==> config.mk <==
export PLATFORM = sky130hd
export DESIGN_NAME = supply_protection_sequencer
export DESIGN_NICKNAME = d
export VERILOG_FILES = /design/src/hdl/supply_seq_pkg.sv /design/src/hdl/hold_timer.sv /design/src/hdl/level_sync.sv /design/src/hdl/supply_protection_sequencer.sv
export VERILOG_INCLUDE_DIRS = /design/src /design/src/hdl
export SDC_FILE = /design/constraint.sdc
export NUM_CORES = 1
export LEC_CHECK = 0
export ABC_AREA = 0
export BUFFER_PORTS_ARGS = -buffer_cell sky130_fd_sc_hd__buf_2
export CAP_MARGIN = 20
export CORE_AREA = 2 2 159 83
export CTS_CLUSTER_DIAMETER = 120
export CTS_CLUSTER_SIZE = 30
export DETAILED_ROUTE_END_ITERATION = 12
export DIE_AREA = 0 0 161 85
export PLACE_DENSITY_LB_ADDON = 0.05
export SYNTH_ARGS = -nofsm -noshare
export SYNTH_HDL_FRONTEND = slang
export SYNTH_SLANG_ARGS = --single-unit
==> constraint.sdc <==
create_clock -name clk_i -period 2.1 [get_ports clk_i]
set_input_delay 0.105 -clock clk_i [delete_from_list [all_inputs] [get_ports clk_i]]
set_output_delay 0.105 -clock clk_i [all_outputs]
set_load 0.1 [all_outputs]
==> src/hdl/supply_seq_cfg.svh <==
`ifndef SUPPLY_SEQ_CFG_SVH
`define SUPPLY_SEQ_CFG_SVH

// =====================================================================
// Clock
// =====================================================================
`define CLK_PERIOD_NS      100

// =====================================================================
// Times as printed, in nanoseconds
// =====================================================================
`define START_DELAY_NS     130000000
`define GOOD_DELAY_NS      65000000
`define OC_FILTER_NS       10000
`define LATCH_RESET_NS     500000
`define OV_OFF_MAX_NS      1000

// =====================================================================
// Cycle counts derived from the times
// =====================================================================
// Least times round up; the "more than" times add one cycle.
`define START_DELAY_CYCLES ((`START_DELAY_NS + `CLK_PERIOD_NS - 1) / `CLK_PERIOD_NS)
`define GOOD_DELAY_CYCLES  (`GOOD_DELAY_NS / `CLK_PERIOD_NS + 1)
`define OC_FILTER_CYCLES   (`OC_FILTER_NS / `CLK_PERIOD_NS + 1)
`define LATCH_RESET_CYCLES (`LATCH_RESET_NS / `CLK_PERIOD_NS + 1)
`define OV_OFF_MAX_CYCLES  (`OV_OFF_MAX_NS / `CLK_PERIOD_NS)

// =====================================================================
// Widths and reset values
// =====================================================================
`define TIMER_WIDTH        21
`define SYNC_WIDTH         8
`define GOOD_OUT_RESET     1'b0
`define GOOD_OE_RESET      1'b0

`endif

==> src/hdl/supply_seq_pkg.sv <==
package supply_seq_pkg;

  // =====================================================================
  // Sequencer states
  // =====================================================================
  typedef enum logic [2:0] {
    S_LOCKOUT,
    S_SLEEP,
    S_DELAY,
    S_ON,
    S_THERMAL,
    S_LATCHED
  } seq_mode_type;

  // =====================================================================
  // Complete state of the sequencer
  // =====================================================================
  typedef struct packed {
    seq_mode_type mode;
    logic         switch_on;
    logic         fast_off;
    logic         soft_off;
    logic         sleep;
    logic         good_out;
    logic         good_oe;
    logic         ov_fault;
    logic         oc_fault;
    logic         hot_fault;
    logic         latched;
  } seq_state_type;

endpackage

==> src/hdl/hold_timer.sv <==
`timescale 1ns/1ns
`default_nettype none

module hold_timer #(
  parameter int               WIDTH = 21,
  parameter logic [WIDTH-1:0] LIMIT = {WIDTH{1'b1}}
) (
  input  wire logic clk_i,
  input  wire logic nrst_i,
  input  wire logic run_i,
  output var  logic done_o
);

  // =====================================================================
  // Hold counter
  // =====================================================================
  typedef struct packed {
    logic [WIDTH-1:0] count;
  } timer_state_type;

  timer_state_type cur_ff;
  timer_state_type nxt_cur;

  // Counts while run is high, saturates at the limit, clears when run drops.
  always_comb begin
    nxt_cur = cur_ff;
    if (!run_i) begin
      nxt_cur.count = '0;
    end else if (cur_ff.count != LIMIT) begin
      nxt_cur.count = cur_ff.count + 1'b1;
    end
  end

  // The count clears on reset.
  always_ff @(posedge clk_i) begin
    if (!nrst_i) begin
      cur_ff <= '0;
    end else begin
      cur_ff <= nxt_cur;
    end
  end

  // Done means the condition held for LIMIT consecutive cycles.
  assign done_o = (cur_ff.count == LIMIT);

endmodule

`default_nettype wire

==> src/hdl/level_sync.sv <==
`timescale 1ns/1ns
`default_nettype none

module level_sync #(
  parameter int WIDTH = 1
) (
  input  wire logic             clk_i,
  input  wire logic             nrst_i,
  input  wire logic [WIDTH-1:0] d_i,
  output var  logic [WIDTH-1:0] q_o
);

  // =====================================================================
  // Two-stage synchroniser
  // =====================================================================
  typedef struct packed {
    logic [WIDTH-1:0] stage1;
    logic [WIDTH-1:0] stage2;
  } sync_state_type;

  sync_state_type cur_ff;
  sync_state_type nxt_cur;

  // The first stage feeds only the second stage.
  always_comb begin
    nxt_cur        = cur_ff;
    nxt_cur.stage1 = d_i;
    nxt_cur.stage2 = cur_ff.stage1;
  end

  // Both stages clear on reset.
  always_ff @(posedge clk_i) begin
    if (!nrst_i) begin
      cur_ff <= '0;
    end else begin
      cur_ff <= nxt_cur;
    end
  end

  assign q_o = cur_ff.stage2;

endmodule

`default_nettype wire

==> src/hdl/supply_protection_sequencer.sv <==
`timescale 1ns/1ns
`default_nettype none
`include "supply_seq_cfg.svh"

module supply_protection_sequencer import supply_seq_pkg::*; #(
  parameter logic        LATCH_OFF          = 1'b1,
  parameter int unsigned START_DELAY_CYCLES = `START_DELAY_CYCLES,
  parameter int unsigned GOOD_DELAY_CYCLES  = `GOOD_DELAY_CYCLES,
  parameter int unsigned LATCH_RESET_CYCLES = `LATCH_RESET_CYCLES
) (
  input  wire logic clk_i,
  input  wire logic nrst_i,
  input  wire logic enable_n_i,
  input  wire logic low_supply_lockout_i,
  input  wire logic ov_high_i,
  input  wire logic ov_safe_i,
  input  wire logic oc_trip_i,
  input  wire logic hot_i,
  input  wire logic cool_i,
  input  wire logic gate_high_i,
  output var  logic switch_on_o,
  output var  logic fast_off_o,
  output var  logic soft_off_o,
  output var  logic sleep_o,
  output var  logic supply_good_n_o,
  output var  logic supply_good_n_oe_o,
  output var  logic ov_fault_o,
  output var  logic oc_fault_o,
  output var  logic hot_fault_o,
  output var  logic oc_latched_o
);

  // =====================================================================
  // Local constants
  // =====================================================================
  localparam int TW = `TIMER_WIDTH;
  localparam logic [TW-1:0] START_LIMIT = TW'(START_DELAY_CYCLES);
  localparam logic [TW-1:0] GOOD_LIMIT  = TW'(GOOD_DELAY_CYCLES);
  localparam logic [TW-1:0] LATCH_LIMIT = TW'(LATCH_RESET_CYCLES);
  localparam logic [TW-1:0] OC_LIMIT    = TW'(`OC_FILTER_CYCLES);

  // =====================================================================
  // Input synchronisation
  // =====================================================================
  logic [`SYNC_WIDTH-1:0] raw_in;
  logic [`SYNC_WIDTH-1:0] sync_in;
  logic                   en_high_s;
  logic                   lockout_s;
  logic                   ov_high_s;
  logic                   ov_safe_s;
  logic                   oc_s;
  logic                   hot_s;
  logic                   cool_s;
  logic                   gate_s;

  // Gather every asynchronous input into one bus for the synchroniser.
  // The lockout level travels inverted, as supply-ok, because the synchroniser
  // clears to zero: a cleared stage must read as lockout, or the sequencer
  // would leave lockout on the first edges after reset with the supply still low.
  assign raw_in = {enable_n_i, !low_supply_lockout_i, ov_high_i, ov_safe_i,
                   oc_trip_i, hot_i, cool_i, gate_high_i};

  // All pins pass two flip-flops before the sequencer sees them.
  level_sync #(
    .WIDTH (`SYNC_WIDTH)
  ) u_sync (
    .clk_i  (clk_i),
    .nrst_i (nrst_i),
    .d_i    (raw_in),
    .q_o    (sync_in)
  );

  // Split the synchronised bus back into named levels.
  assign en_high_s = sync_in[7];
  assign lockout_s = !sync_in[6]; // Undo the inversion at the input.
  assign ov_high_s = sync_in[5];
  assign ov_safe_s = sync_in[4];
  assign oc_s      = sync_in[3];
  assign hot_s     = sync_in[2];
  assign cool_s    = sync_in[1];
  assign gate_s    = sync_in[0];

  // =====================================================================
  // State registers
  // =====================================================================
  seq_state_type cur_ff;
  seq_state_type nxt_cur;

  // =====================================================================
  // Timers
  // =====================================================================
  logic start_run;
  logic start_done;
  logic good_run;
  logic good_done;
  logic oc_run;
  logic oc_done;
  logic latch_run;
  logic latch_done;

  // The start-up delay only runs while the input is in its safe window.
  assign start_run = (cur_ff.mode == S_DELAY) && ov_safe_s && !lockout_s && !en_high_s;

  // Power-good delay runs while switched on and the gate stays high.
  assign good_run  = (cur_ff.mode == S_ON) && gate_s;

  // Overcurrent filter needs the trip held without a break.
  assign oc_run    = (cur_ff.mode == S_ON) && oc_s;

  // Enable high must be held continuously to clear the latch.
  assign latch_run = (cur_ff.mode == S_LATCHED) && en_high_s;

  // Every delay counts cycles of the same free-running clock.
  // A timer clears the moment its condition drops, so every hold is continuous.
  // A break in the middle of a hold starts the count again from zero.
  hold_timer #(
    .WIDTH (TW),
    .LIMIT (START_LIMIT)
  ) u_start_timer (
    .clk_i  (clk_i),
    .nrst_i (nrst_i),
    .run_i  (start_run),
    .done_o (start_done)
  );

  hold_timer #(
    .WIDTH (TW),
    .LIMIT (GOOD_LIMIT)
  ) u_good_timer (
    .clk_i  (clk_i),
    .nrst_i (nrst_i),
    .run_i  (good_run),
    .done_o (good_done)
  );

  hold_timer #(
    .WIDTH (TW),
    .LIMIT (OC_LIMIT)
  ) u_oc_timer (
    .clk_i  (clk_i),
    .nrst_i (nrst_i),
    .run_i  (oc_run),
    .done_o (oc_done)
  );

  hold_timer #(
    .WIDTH (TW),
    .LIMIT (LATCH_LIMIT)
  ) u_latch_timer (
    .clk_i  (clk_i),
    .nrst_i (nrst_i),
    .run_i  (latch_run),
    .done_o (latch_done)
  );

  // =====================================================================
  // Sequencer next state
  // =====================================================================
  // Lockout dominates, then sleep, then heat, overvoltage and overcurrent.
  // The overvoltage and overcurrent flags stay set through the off states and clear only when the next
  // start-up delay completes, so the cause of the last opening stays visible.
  always_comb begin
    nxt_cur = cur_ff;
    if (lockout_s) begin
      nxt_cur.mode    = S_LOCKOUT;
      nxt_cur.latched = 1'b0;
    end else begin
      case (cur_ff.mode)
        S_LOCKOUT: begin
          if (en_high_s) begin
            nxt_cur.mode = S_SLEEP;
          end else begin
            nxt_cur.mode = S_DELAY;
          end
        end
        S_SLEEP: begin
          if (!en_high_s) begin
            nxt_cur.mode = S_DELAY;
          end
        end
        S_DELAY: begin
          if (en_high_s) begin
            nxt_cur.mode = S_SLEEP;
          end else if (hot_s) begin
            nxt_cur.mode = S_THERMAL;
          end else if (start_done) begin
            nxt_cur.mode     = S_ON;
            nxt_cur.ov_fault = 1'b0;
            nxt_cur.oc_fault = 1'b0;
          end
        end
        S_ON: begin
          if (en_high_s) begin
            nxt_cur.mode = S_SLEEP;
          end else if (hot_s) begin
            nxt_cur.mode = S_THERMAL;
          end else if (ov_high_s) begin
            nxt_cur.mode     = S_DELAY;
            nxt_cur.ov_fault = 1'b1;
          end else if (oc_done) begin
            nxt_cur.oc_fault = 1'b1;
            if (LATCH_OFF) begin
              nxt_cur.mode    = S_LATCHED;
              nxt_cur.latched = 1'b1;
            end else begin
              nxt_cur.mode = S_DELAY;
            end
          end
        end
        S_THERMAL: begin
          if (en_high_s) begin
            nxt_cur.mode = S_SLEEP;
          end else if (cool_s && !hot_s) begin
            nxt_cur.mode = S_DELAY;
          end
        end
        S_LATCHED: begin
          if (latch_done) begin
            nxt_cur.mode    = S_SLEEP;
            nxt_cur.latched = 1'b0;
          end
        end
        default: begin
          nxt_cur.mode = S_LOCKOUT;
        end
      endcase
    end

    // Output drives follow the state being entered.
    // Sleep uses the weak pull-down alone, which softens the input transient.
    nxt_cur.hot_fault = (nxt_cur.mode == S_THERMAL);
    nxt_cur.switch_on = (nxt_cur.mode == S_ON);
    nxt_cur.sleep     = (nxt_cur.mode == S_SLEEP);
    nxt_cur.soft_off  = (nxt_cur.mode == S_SLEEP);
    nxt_cur.fast_off  = (nxt_cur.mode != S_ON) && (nxt_cur.mode != S_SLEEP);

    // The open-drain pull-down only engages in the on state after the delay.
    nxt_cur.good_out  = `GOOD_OUT_RESET;
    nxt_cur.good_oe   = (nxt_cur.mode == S_ON) && (cur_ff.mode == S_ON)
                        && good_done && gate_s;
  end

  // =====================================================================
  // Registers
  // =====================================================================
  // Synchronous active-low reset puts the sequencer into lockout.
  always_ff @(posedge clk_i) begin
    if (!nrst_i) begin
      cur_ff           <= '0;
      cur_ff.mode      <= S_LOCKOUT;
      cur_ff.fast_off  <= 1'b1;
      cur_ff.good_out  <= `GOOD_OUT_RESET;
      cur_ff.good_oe   <= `GOOD_OE_RESET;
    end else begin
      cur_ff <= nxt_cur;
    end
  end

  // =====================================================================
  // Outputs
  // =====================================================================
  // Every output is a field of the registered state.
  assign switch_on_o        = cur_ff.switch_on;
  assign fast_off_o         = cur_ff.fast_off;
  assign soft_off_o         = cur_ff.soft_off;
  assign sleep_o            = cur_ff.sleep;
  assign supply_good_n_o    = cur_ff.good_out;
  assign supply_good_n_oe_o = cur_ff.good_oe;
  assign ov_fault_o         = cur_ff.ov_fault;
  assign oc_fault_o         = cur_ff.oc_fault;
  assign hot_fault_o        = cur_ff.hot_fault;
  assign oc_latched_o       = cur_ff.latched;

endmodule

`default_nettype wire

==> After elaboration in Yosys (flattened, before gate mapping) <==
Cells that the tools add are included.
{ "word_totals": {"regBits": 112, "ram_bits": 0, "out_inout_bits": 10, "n_memories": 0, "latch_bits": 0, "romBits": 0} }
{ "classes": {"order_cmp": 0, "addsub": 4, "reduce_logical": 25, "n_shift": 0, "n_mux": 27, "n_bitwise": 0, "multipliers": 0, "div": 0, "eq_ne": 27} }
{ "op_table": {"columns": ["cell", "n"], "rows": [
  ["21-bit by 1-bit adder with 21-bit output, second input constant", 4],
  ["3-bit two-way mux", 12],
  ["21-bit by 13-bit == test with 1-bit output, second input constant", 1],
  ["21-bit by 20-bit == test with 1-bit output, second input constant", 1],
  ["21-bit == test, second input constant", 1],
  ["21-bit by 7-bit == test with 1-bit output, second input constant", 1],
  ["21-bit by 13-bit inequality test with 1-bit output, second input constant", 1],
  ["21-bit by 20-bit inequality test with 1-bit output, second input constant", 1],
  ["21-bit inequality test, second input constant", 1],
  ["21-bit by 7-bit inequality test with 1-bit output, second input constant", 1],
  ["3-bit case mux with 6 select lines", 1],
  ["2-bit inequality test, second input constant", 8],
  ["2-bit two-way mux", 6],
  ["1-bit logical AND", 11],
  ["2-bit AND reduction", 5],
  ["3-bit by 2-bit == test with 1-bit output, second input constant", 3],
  ["3-bit == test, second input constant", 3],
  ["9-bit AND reduction", 1],
  ["8-bit AND reduction", 1],
  ["3-bit by 1-bit == test with 1-bit output, second input constant", 2],
  ["1-bit two-way mux", 6],
  ["6-bit AND reduction", 1],
  ["2-bit case mux with 2 select lines", 1],
  ["2-bit nonzero test", 2],
  ["other kinds (6)", 8]
]} }

==> Depth between registers and ports, before layout <==
Gate-level depths: netlist of the first run.
{ "depth": {"word_depth": 11, "mapped_depth": 8, "ltp_nobuf": 7} }

==> Hierarchy <==
Synthesis of the first run repeated with hierarchy kept, for this count alone.
{ "hier_totals": {"cells_unflattened": 607, "hier_area_um2": 5317.6} }
{ "by_module_without_submodules": {"columns": ["module", "cells_per_inst", "n_inst", "area_each_um2"], "rows": [
  ["hold_timer at u_start_timer", 126, 1, 1101.1],
  ["hold_timer at u_oc_timer", 125, 1, 1058.5],
  ["hold_timer at u_latch_timer", 127, 1, 1052.3],
  ["hold_timer at u_good_timer", 122, 1, 1027.2],
  ["supply_protection_sequencer", 66, 1, 571.8],
  ["level_sync", 41, 1, 506.7]
]} }

==> Worst setup path before layout of the first run <==
OpenSTA, ideal clock, no wires.
{ "synth_path": {"kind": "reg2reg", "from": "reg u_start_timer.cur_ff[6] (netlist name)", "to": "reg cur_ff (netlist bit oc_fault_o)", "synth_period_minus_slack_ns": 2.187, "path_buffers": 1, "setup_slack_ns": -0.087, "t_arrival_ns": 2.061, "required_ns": 1.975, "stages_incl_launch_ff": 7, "cell_sequence": "dfxtp_1 -> or4b_1 -> or4_4 -> or4_1 -> buf_2 -> a32oi_1 -> a21oi_1"} }
{ "synth_via": {"elab_chain_len": 3} }
{ "synth_rtl": {"columns": ["element", "line", "rtl"], "rows": [
  ["start: declaration", "hold_timer.sv:21", "timer_state_type cur_ff;"],
  ["start signal: assignment", "hold_timer.sv:39", "cur_ff <= nxt_cur;"],
  ["21-bit == test", "hold_timer.sv:44", "assign done_o = (cur_ff.count == LIMIT);"],
  ["2-bit inequality test (no source line)", null, null],
  ["9-bit AND reduction (no source line)", null, null],
  ["end signal: assignment", "supply_protection_sequencer.sv:255", "cur_ff <= nxt_cur;"],
  ["end: declaration", "supply_protection_sequencer.sv:86", "seq_state_type cur_ff;"]
]} }
No other way between the ends.
A chain may end at the register's enable or synchronous reset.

==> Worst setup path in the final report of the first run <==
{ "layout_path": {"from": "reg u_start_timer.cur_ff[8] (netlist name)", "to": "reg cur_ff (netlist bit oc_fault_o)"} }
Same word-level chain as after synthesis.

==> run summary, run 1 <==
Vias in the first global route: 3516
First-pass GRT wire length: 17600 um
RSZ-0062 raised after global routing: true
Hold path start: nrst_i
Largest net degree at the start of global routing: 23
Die H: 85 um
Area share of the largest cell type after synthesis: 45.8%
Ys Warns: 0
Slowest-stage cell, CP: or4b_4
Post-route ant nets: 0
DR vias: 3789
Met3 WL: 365 um
Synth area leaders: dfxtp_1 46%, nor2_1 6.3%, xor2_1 6.3%, xnor2_1 5.8%, nand3_1 3.8%
Post-DR vias/cell: 4.88
Root buffer cell: clkbuf_16
Synth Cell Area: 4850 um2
Cells along the critical path: or4b_4 > or4_4 > or4_4 > a32oi_1 > a21oi_1
Most frequent cells in the layout: 109 x dfxtp_1, 81 x nor2_1, 37 x nand3_1
WP data required: 2.33 ns
Clock tree buffer depth: 2
# diodes: 0
R2R Path Start: u_start_timer.cur_ff[8]$_SDFFE_PN0N_
Status: complete, but fails checks
Number of buffers created by CTS: 9
Clock sink count: 111
WL per Instance: 13.4 um
# nets final: 622
Number of I/O port buffers: 18
Slowest stage delay, CP: 0.52 ns
F_max: 0.471 GHz
Setup TNS: -0.0212 ns
Cell Pwr Density: 684 nW/um2
Share of synthesized flip-flops with an asynchronous set or reset: 0%
Chip width: 161 um
Worst skew pair latency: 0.35 ns
Clk_skew: 0.00756 ns
Critical path type: reg -> reg
Initial Utilization: 39.3%
Placed inst area: 5270 um2
Pwr Total: 3.88 mW
Final min period: 2.12 ns
Failing checks: negative setup slack
Final worst path period share: 101%
Synth Area per Inst: 8.63 um2
Final Setup Violations: 1
Num rows: 29
Synth Instances: 562
Post-Syn Nets: 580
Critical path origin: u_start_timer.cur_ff[8]$_SDFFE_PN0N_
Peak supply drop: 0.373 mV
Cell area after layout: 5670 um2
Final HPWL DP: 7500 um
Total track usage: 16.1%
Final Hold Viols: 0
Most common cell after layout, fill and taps aside: dfxtp_1
Metal-1 WL: 6110 um
Worst EP arrival: 2.35 ns
Dpl ws: -0.180 ns
Hold Crit Class: in -> reg
H-tree levels: 3
Leakage Power: 1.88 nW
Core ar.: 12300 um2
Critical path capture point type: flip-flop
Crit-path max FO: 5
Number of synthesized flops with an enable pin: 0
DIE AREA: 13700 um2
Primary FF master, synth: dfxtp_1
Final Wtd Congestion: 0.807
Area leader, netlist: dfxtp_1
DRC: 0
Synthesis-to-finish area growth: 16.9%
Post-synthesis sequential area ratio: 45.8%
Worst path bufs/invs: 0
Gr ovfl total: 0
Met2 Wirelength: 3830 um
Final WL: 10400 um
Max cap viols: 0
Clk slew on worst S/H paths: 0.07 ns
Yosys reg bits: 111
DR iter-0 viols: 263
Crit start category: flip-flop
Initial antenna violation count: 0
Drt pass-1 iters: 5
End-of-flow core utilization: 46.0%
Final setup margin: -0.0212 ns
Synth unique cells: 47
CTS tree: yes
Fraction of layout cells with a size suffix above 1: 12.7%
DR top layer: met4
Pins over their slew limit: 0
Ports: 20
Cell family contributing the most delay on the critical path: simple AND/OR/NAND/NOR gates
Crit path top cell by count: or4_4
Setup bufs post-CTS: 0
## final timing paths
kind	to	slack, ns	cells after the start
hold / removal	u_sync.q_o[6]$_SDFF_PN0_	0.06	2
setup / recovery	oc_fault_o$_SDFFE_PN0P_	-0.02	5
hold reg to reg	u_sync.q_o[6]$_SDFF_PN0_	0.43	1
setup reg to reg	oc_fault_o$_SDFFE_PN0P_	-0.02	5
## routing by layer
metal	up-vias	global-route usage, %
li1	2001	-
met1	1731	25.5
met2	49	20.7
met3	8	4.20
met4	0	4.38
met5	-	0
## worst register-to-register path, stage by stage (launching register included)
cell	delay, ns
dfxtp_2	0.32
or4b_4	0.52
or4_4	0.43
or4_4	0.48
a32oi_1	0.17
a21oi_1	0.08
## cells by family after synthesis
kind of cell	after synthesis	share of synthesized area (%)
DFF	111	45.8
AOI/OAI and AO/OA	51	6.32
and+or+nand+nor	277	29.8
buffers and inverters	47	3.82
other	1	0.0773
adders and majority gates	8	2.06
xor gates and xnor gates	67	12.1
## stage by stage
stage	std cells	hold WS, ns
finish	777	0.0640
global route	777	0.0756
CTS	777	0.0565
detailed placement	755	0.290
global placement	755	0.289
floorplan	562	0.172
## cell usage after synthesis, drive strengths merged, types with 2 or more instances
master    n
or2       4
nand2b    7
xor2     35
a31oi     2
nor3     18
or3      13
nand3b    3
and2     19
a211oi    2
nor4b     4
or4b      2
o21ai    14
and4      5
nand2    28
dfxtp   111
nand3    37
inv      25
and3      9
ha        8
o31ai     3
nor2b     3
buf       3
a21o      2
clkbuf   19
nor4     15
nor3b     4
nand4    17
or4       4
nor2     82
a21oi    20
xnor2    32
## sequential cells by signal, indices dropped and copies added, names as in the netlist
name	cells
u_oc_timer.cur_ff	21
u_good_timer.cur_ff	21
oc_fault_o	1
cur_ff	3
hot_fault_o	1
switch_on_o	1
sleep_o	1
u_sync.q_o	8
supply_good_n_oe_o	1
u_sync.cur_ff	8
u_latch_timer.cur_ff	21
oc_latched_o	1
fast_off_o	1
u_start_timer.cur_ff	21
ov_fault_o	1
## final cells by class
cell class | instances | area [um2]
repair buffers | 53 | 373
clock inverters | 3 | 46.3
inverters | 25 | 93.8
flip-flops and latches | 111 | 2220
multi-input cells | 404 | 2490
well taps | 170 | 213
clock buffers | 11 | 233
fillers | 1206 | 6660
## what timing repair did
item | 4_1_cts | 5_1_grt
pin swaps | 5 | 5
cloned | 0 | 0
setup endpoints to repair | 9 | 10
gates resized for setup | 4 | 9
endpoints found under the hold margin | 8 | 0
hold buffers | 8 | 0
## report_power, final
part / internal (mW) / leakage (nW) / switching (mW)
combinational: 0.0355 / 0.845 / 0.0526
clock: 0.916 / 0.132 / 0.743
sequential: 2.12 / 0.898 / 0.0107
total: 3.07 / 1.88 / 0.806
No activity file was read; power rests on OpenSTA's default activity.
==> run 2, diff against run 1 <==
- CTS_BUF_LIST: not set -> sky130_fd_sc_hd__clkbuf_4 sky130_fd_sc_hd__clkbuf_8
- PLACE_DENSITY: not set -> 0.66
- PLACE_DENSITY_LB_ADDON: 0.05 -> not set
==> run 2 against run 1 <==
  * The run still ends with negative setup slack left
  * Flip-flop and latch count did not move
  * Sequential share of layout area rose by 0.55 points
  * Final cell count rose by 0.13%
  * Utilization fell by 0.66 points
  * Routed wire length fell by 1.2%
  * Clock power fell by 21%
  * Combinational power barely moved
  * Hold slack improved by 0.10 ns
  * Critical endpoint unchanged
  * Largest cell class unchanged
  * Largest power group unchanged
  * Highest routed layer unchanged
==> run summary, run 2 (synthesis results as in run 1) <==
Failing checks: negative setup slack
R2R depth: 5 (unchanged)
Fraction of layout cells with a size suffix above 1: 12.8% (+0.14 points)
Most frequent cells in the layout: 110 x dfxtp_1, 81 x nor2_1, 37 x nand3_1
Pins over their slew limit: 0 (unchanged)
WL per Instance: 13.2 um (-1.4%)
DIE AREA: 13700 um2 (unchanged)
Core ar.: 12300 um2 (unchanged)
Initial antenna violation count: 0 (unchanged)
Most common cell after layout, fill and taps aside: dfxtp_1
Drt pass-1 iters: 4 (-1)
Pwr Total: 3.53 mW (-9.0%)
DR vias: 3884 (+2.5%)
RSZ-0062 raised after global routing: true
Placed inst area: 5270 um2 (unchanged)
Clock sink count: 111 (unchanged)
Peak supply drop: 0.312 mV (-16%)
Cell Pwr Density: 631 nW/um2 (-7.7%)
Critical path capture point type: flip-flop
Worst skew pair latency: 0.38 ns (+0.03 ns)
Hold path start: nrst_i
H-tree levels: 3 (unchanged)
Leakage Power: 1.84 nW (-1.7%)
Post-route ant nets: 0 (unchanged)
Cell area after layout: 5590 um2 (-1.4%)
Critical path origin: u_start_timer.cur_ff[6]$_SDFFE_PN0N_
Ports: 20 (unchanged)
Crit-path max FO: 5 (unchanged)
Post-DR vias/cell: 4.99 (+2.4%)
R2R Path Start: u_start_timer.cur_ff[6]$_SDFFE_PN0N_
Hold path cells: 2 (unchanged)
Number of I/O port buffers: 18 (unchanged)
Final WL: 10300 um (-1.2%)
Final Hold Viols: 0 (unchanged)
Cell Count, Final, Fillers Out: 778 (+0.13%)
Slew headroom: 66.9%
Clk_skew: 0.0127 ns (+0.00509 ns)
Crit start category: flip-flop
Final setup margin: -0.0867 ns (-0.0655 ns)
Placed Cells: 755 (unchanged)
Filler Cells Inserted: 1208 (+0.17%)
Max cap viols: 0 (unchanged)
Vias in the first global route: 3803 (+8.2%)
Num rows: 29 (unchanged)
Clk slew on worst S/H paths: 0.10 ns (+0.03 ns)
Chip width: 161 um (unchanged)
DRC: 0 (unchanged)
Final Wtd Congestion: 0.848 (+5.1%)
Total track usage: 15.9% (-0.11 points)
Hold Crit Class: in -> reg
Gr ovfl total: 0 (unchanged)
First-pass GRT wire length: 17900 um (+1.6%)
F_max: 0.457 GHz (-3.0%)
Final Setup Violations: 6 (+5)
Clock tree buffer depth: 2 (unchanged)
Critical path type: reg -> reg
Number of buffers created by CTS: 9 (unchanged)
Worst EP arrival: 2.46 ns (+0.11 ns)
Worst slew pin tran: 0.492 ns
# diodes: 0 (unchanged)
Final HPWL DP: 7390 um (-1.4%)
# nets final: 622 (unchanged)
CTS tree: yes
Hold path endpoint: hot_fault_o$_SDFF_PN0_
Reg2reg end: oc_fault_o$_SDFFE_PN0P_
Setup bufs post-CTS: 0 (unchanged)
Largest net degree at the start of global routing: 23 (unchanged)
Die H: 85 um (unchanged)
Initial Utilization: 39.3% (unchanged)
Final min period: 2.19 ns (+0.0655 ns)
WP data required: 2.37 ns (+0.04 ns)
DR iter-0 viols: 200 (-24%)
Final worst path period share: 104% (+3.1 points)
Root buffer cell: clkbuf_8
R2R setup slack: -0.09 ns (-0.07 ns)
Status: complete, but fails checks
Synthesis-to-finish area growth: 15.3%
[run 2: cell types whose count changed in the layout (fill, tap and decap cells not counted), sizes merged]
cell    before  now
clkbuf      11   12
[run 2: what timing repair did]
item,in CTS,in global routing
hold buffers,8,0
hold endpoints to repair,8,0
pin swaps,2,2
resized for setup,5,5
setup endpoints to repair,8,10
[run 2: how the worst max path moves through the flow]
stage	endpoint	slack, ns
finish	oc_fault_o$_SDFFE_PN0P_	-0.09
global route	oc_fault_o$_SDFFE_PN0P_	-0.12
CTS	oc_fault_o$_SDFFE_PN0P_	-0.08
detailed placement	oc_fault_o$_SDFFE_PN0P_	-0.16
global placement	u_start_timer.cur_ff[0]$_SDFFE_PN0N_	-0.13
floorplan	oc_fault_o$_SDFFE_PN0P_	-0.08
[run 2: layer usage]
layer	wire length (um)	track usage [%]	vias to the layer above
met5	0	0	-
met4	103	5.03	0
met3	465	4.25	10
li1	-	-	2003
met2	4200	23.4	70
met1	5500	22.9	1801
[run 2: per-stage QoR]
stage               util [%]  worst slack [ns]  setup TNS [ns]  hold WS [ns]
floorplan                  -           -0.0820          -0.205         0.172
global placement        42.7            -0.127          -0.545         0.275
detailed placement      42.7            -0.165          -0.677         0.282
CTS                     45.1           -0.0809          -0.268         0.141
global route            45.3            -0.117          -0.671         0.171
finish                  45.3           -0.0867          -0.303         0.165
[run 2: final cells by class]
cell class | instances | area (um2) | share of cell area [%]
Clock buffer | 12 | 159 | 2.84
Clock inverter | 3 | 42.5 | 0.761
Inverter | 25 | 93.8 | 1.68
Multi-Input combinational cell | 404 | 2490 | 44.5
Sequential cell | 111 | 2220 | 39.8
Tap cell | 170 | 213 | 3.80
Timing Repair Buffer | 53 | 373 | 6.67
[run 2: where the power goes]
part	switching [mW]	total, mW	internal (mW)
Clock	0.685	1.31	0.622
Sequential	0.0113	2.13	2.12
Combinational	0.0530	0.0881	0.0351
Total	0.749	3.53	2.78
[run 2: worst max-delay path, cell delays in order (launching register included)]
cell,delay [ns]
dfxtp_2,0.33
or4b_1,0.52
or4_4,0.51
or4_4,0.48
a32oi_1,0.18
a21oi_1,0.08
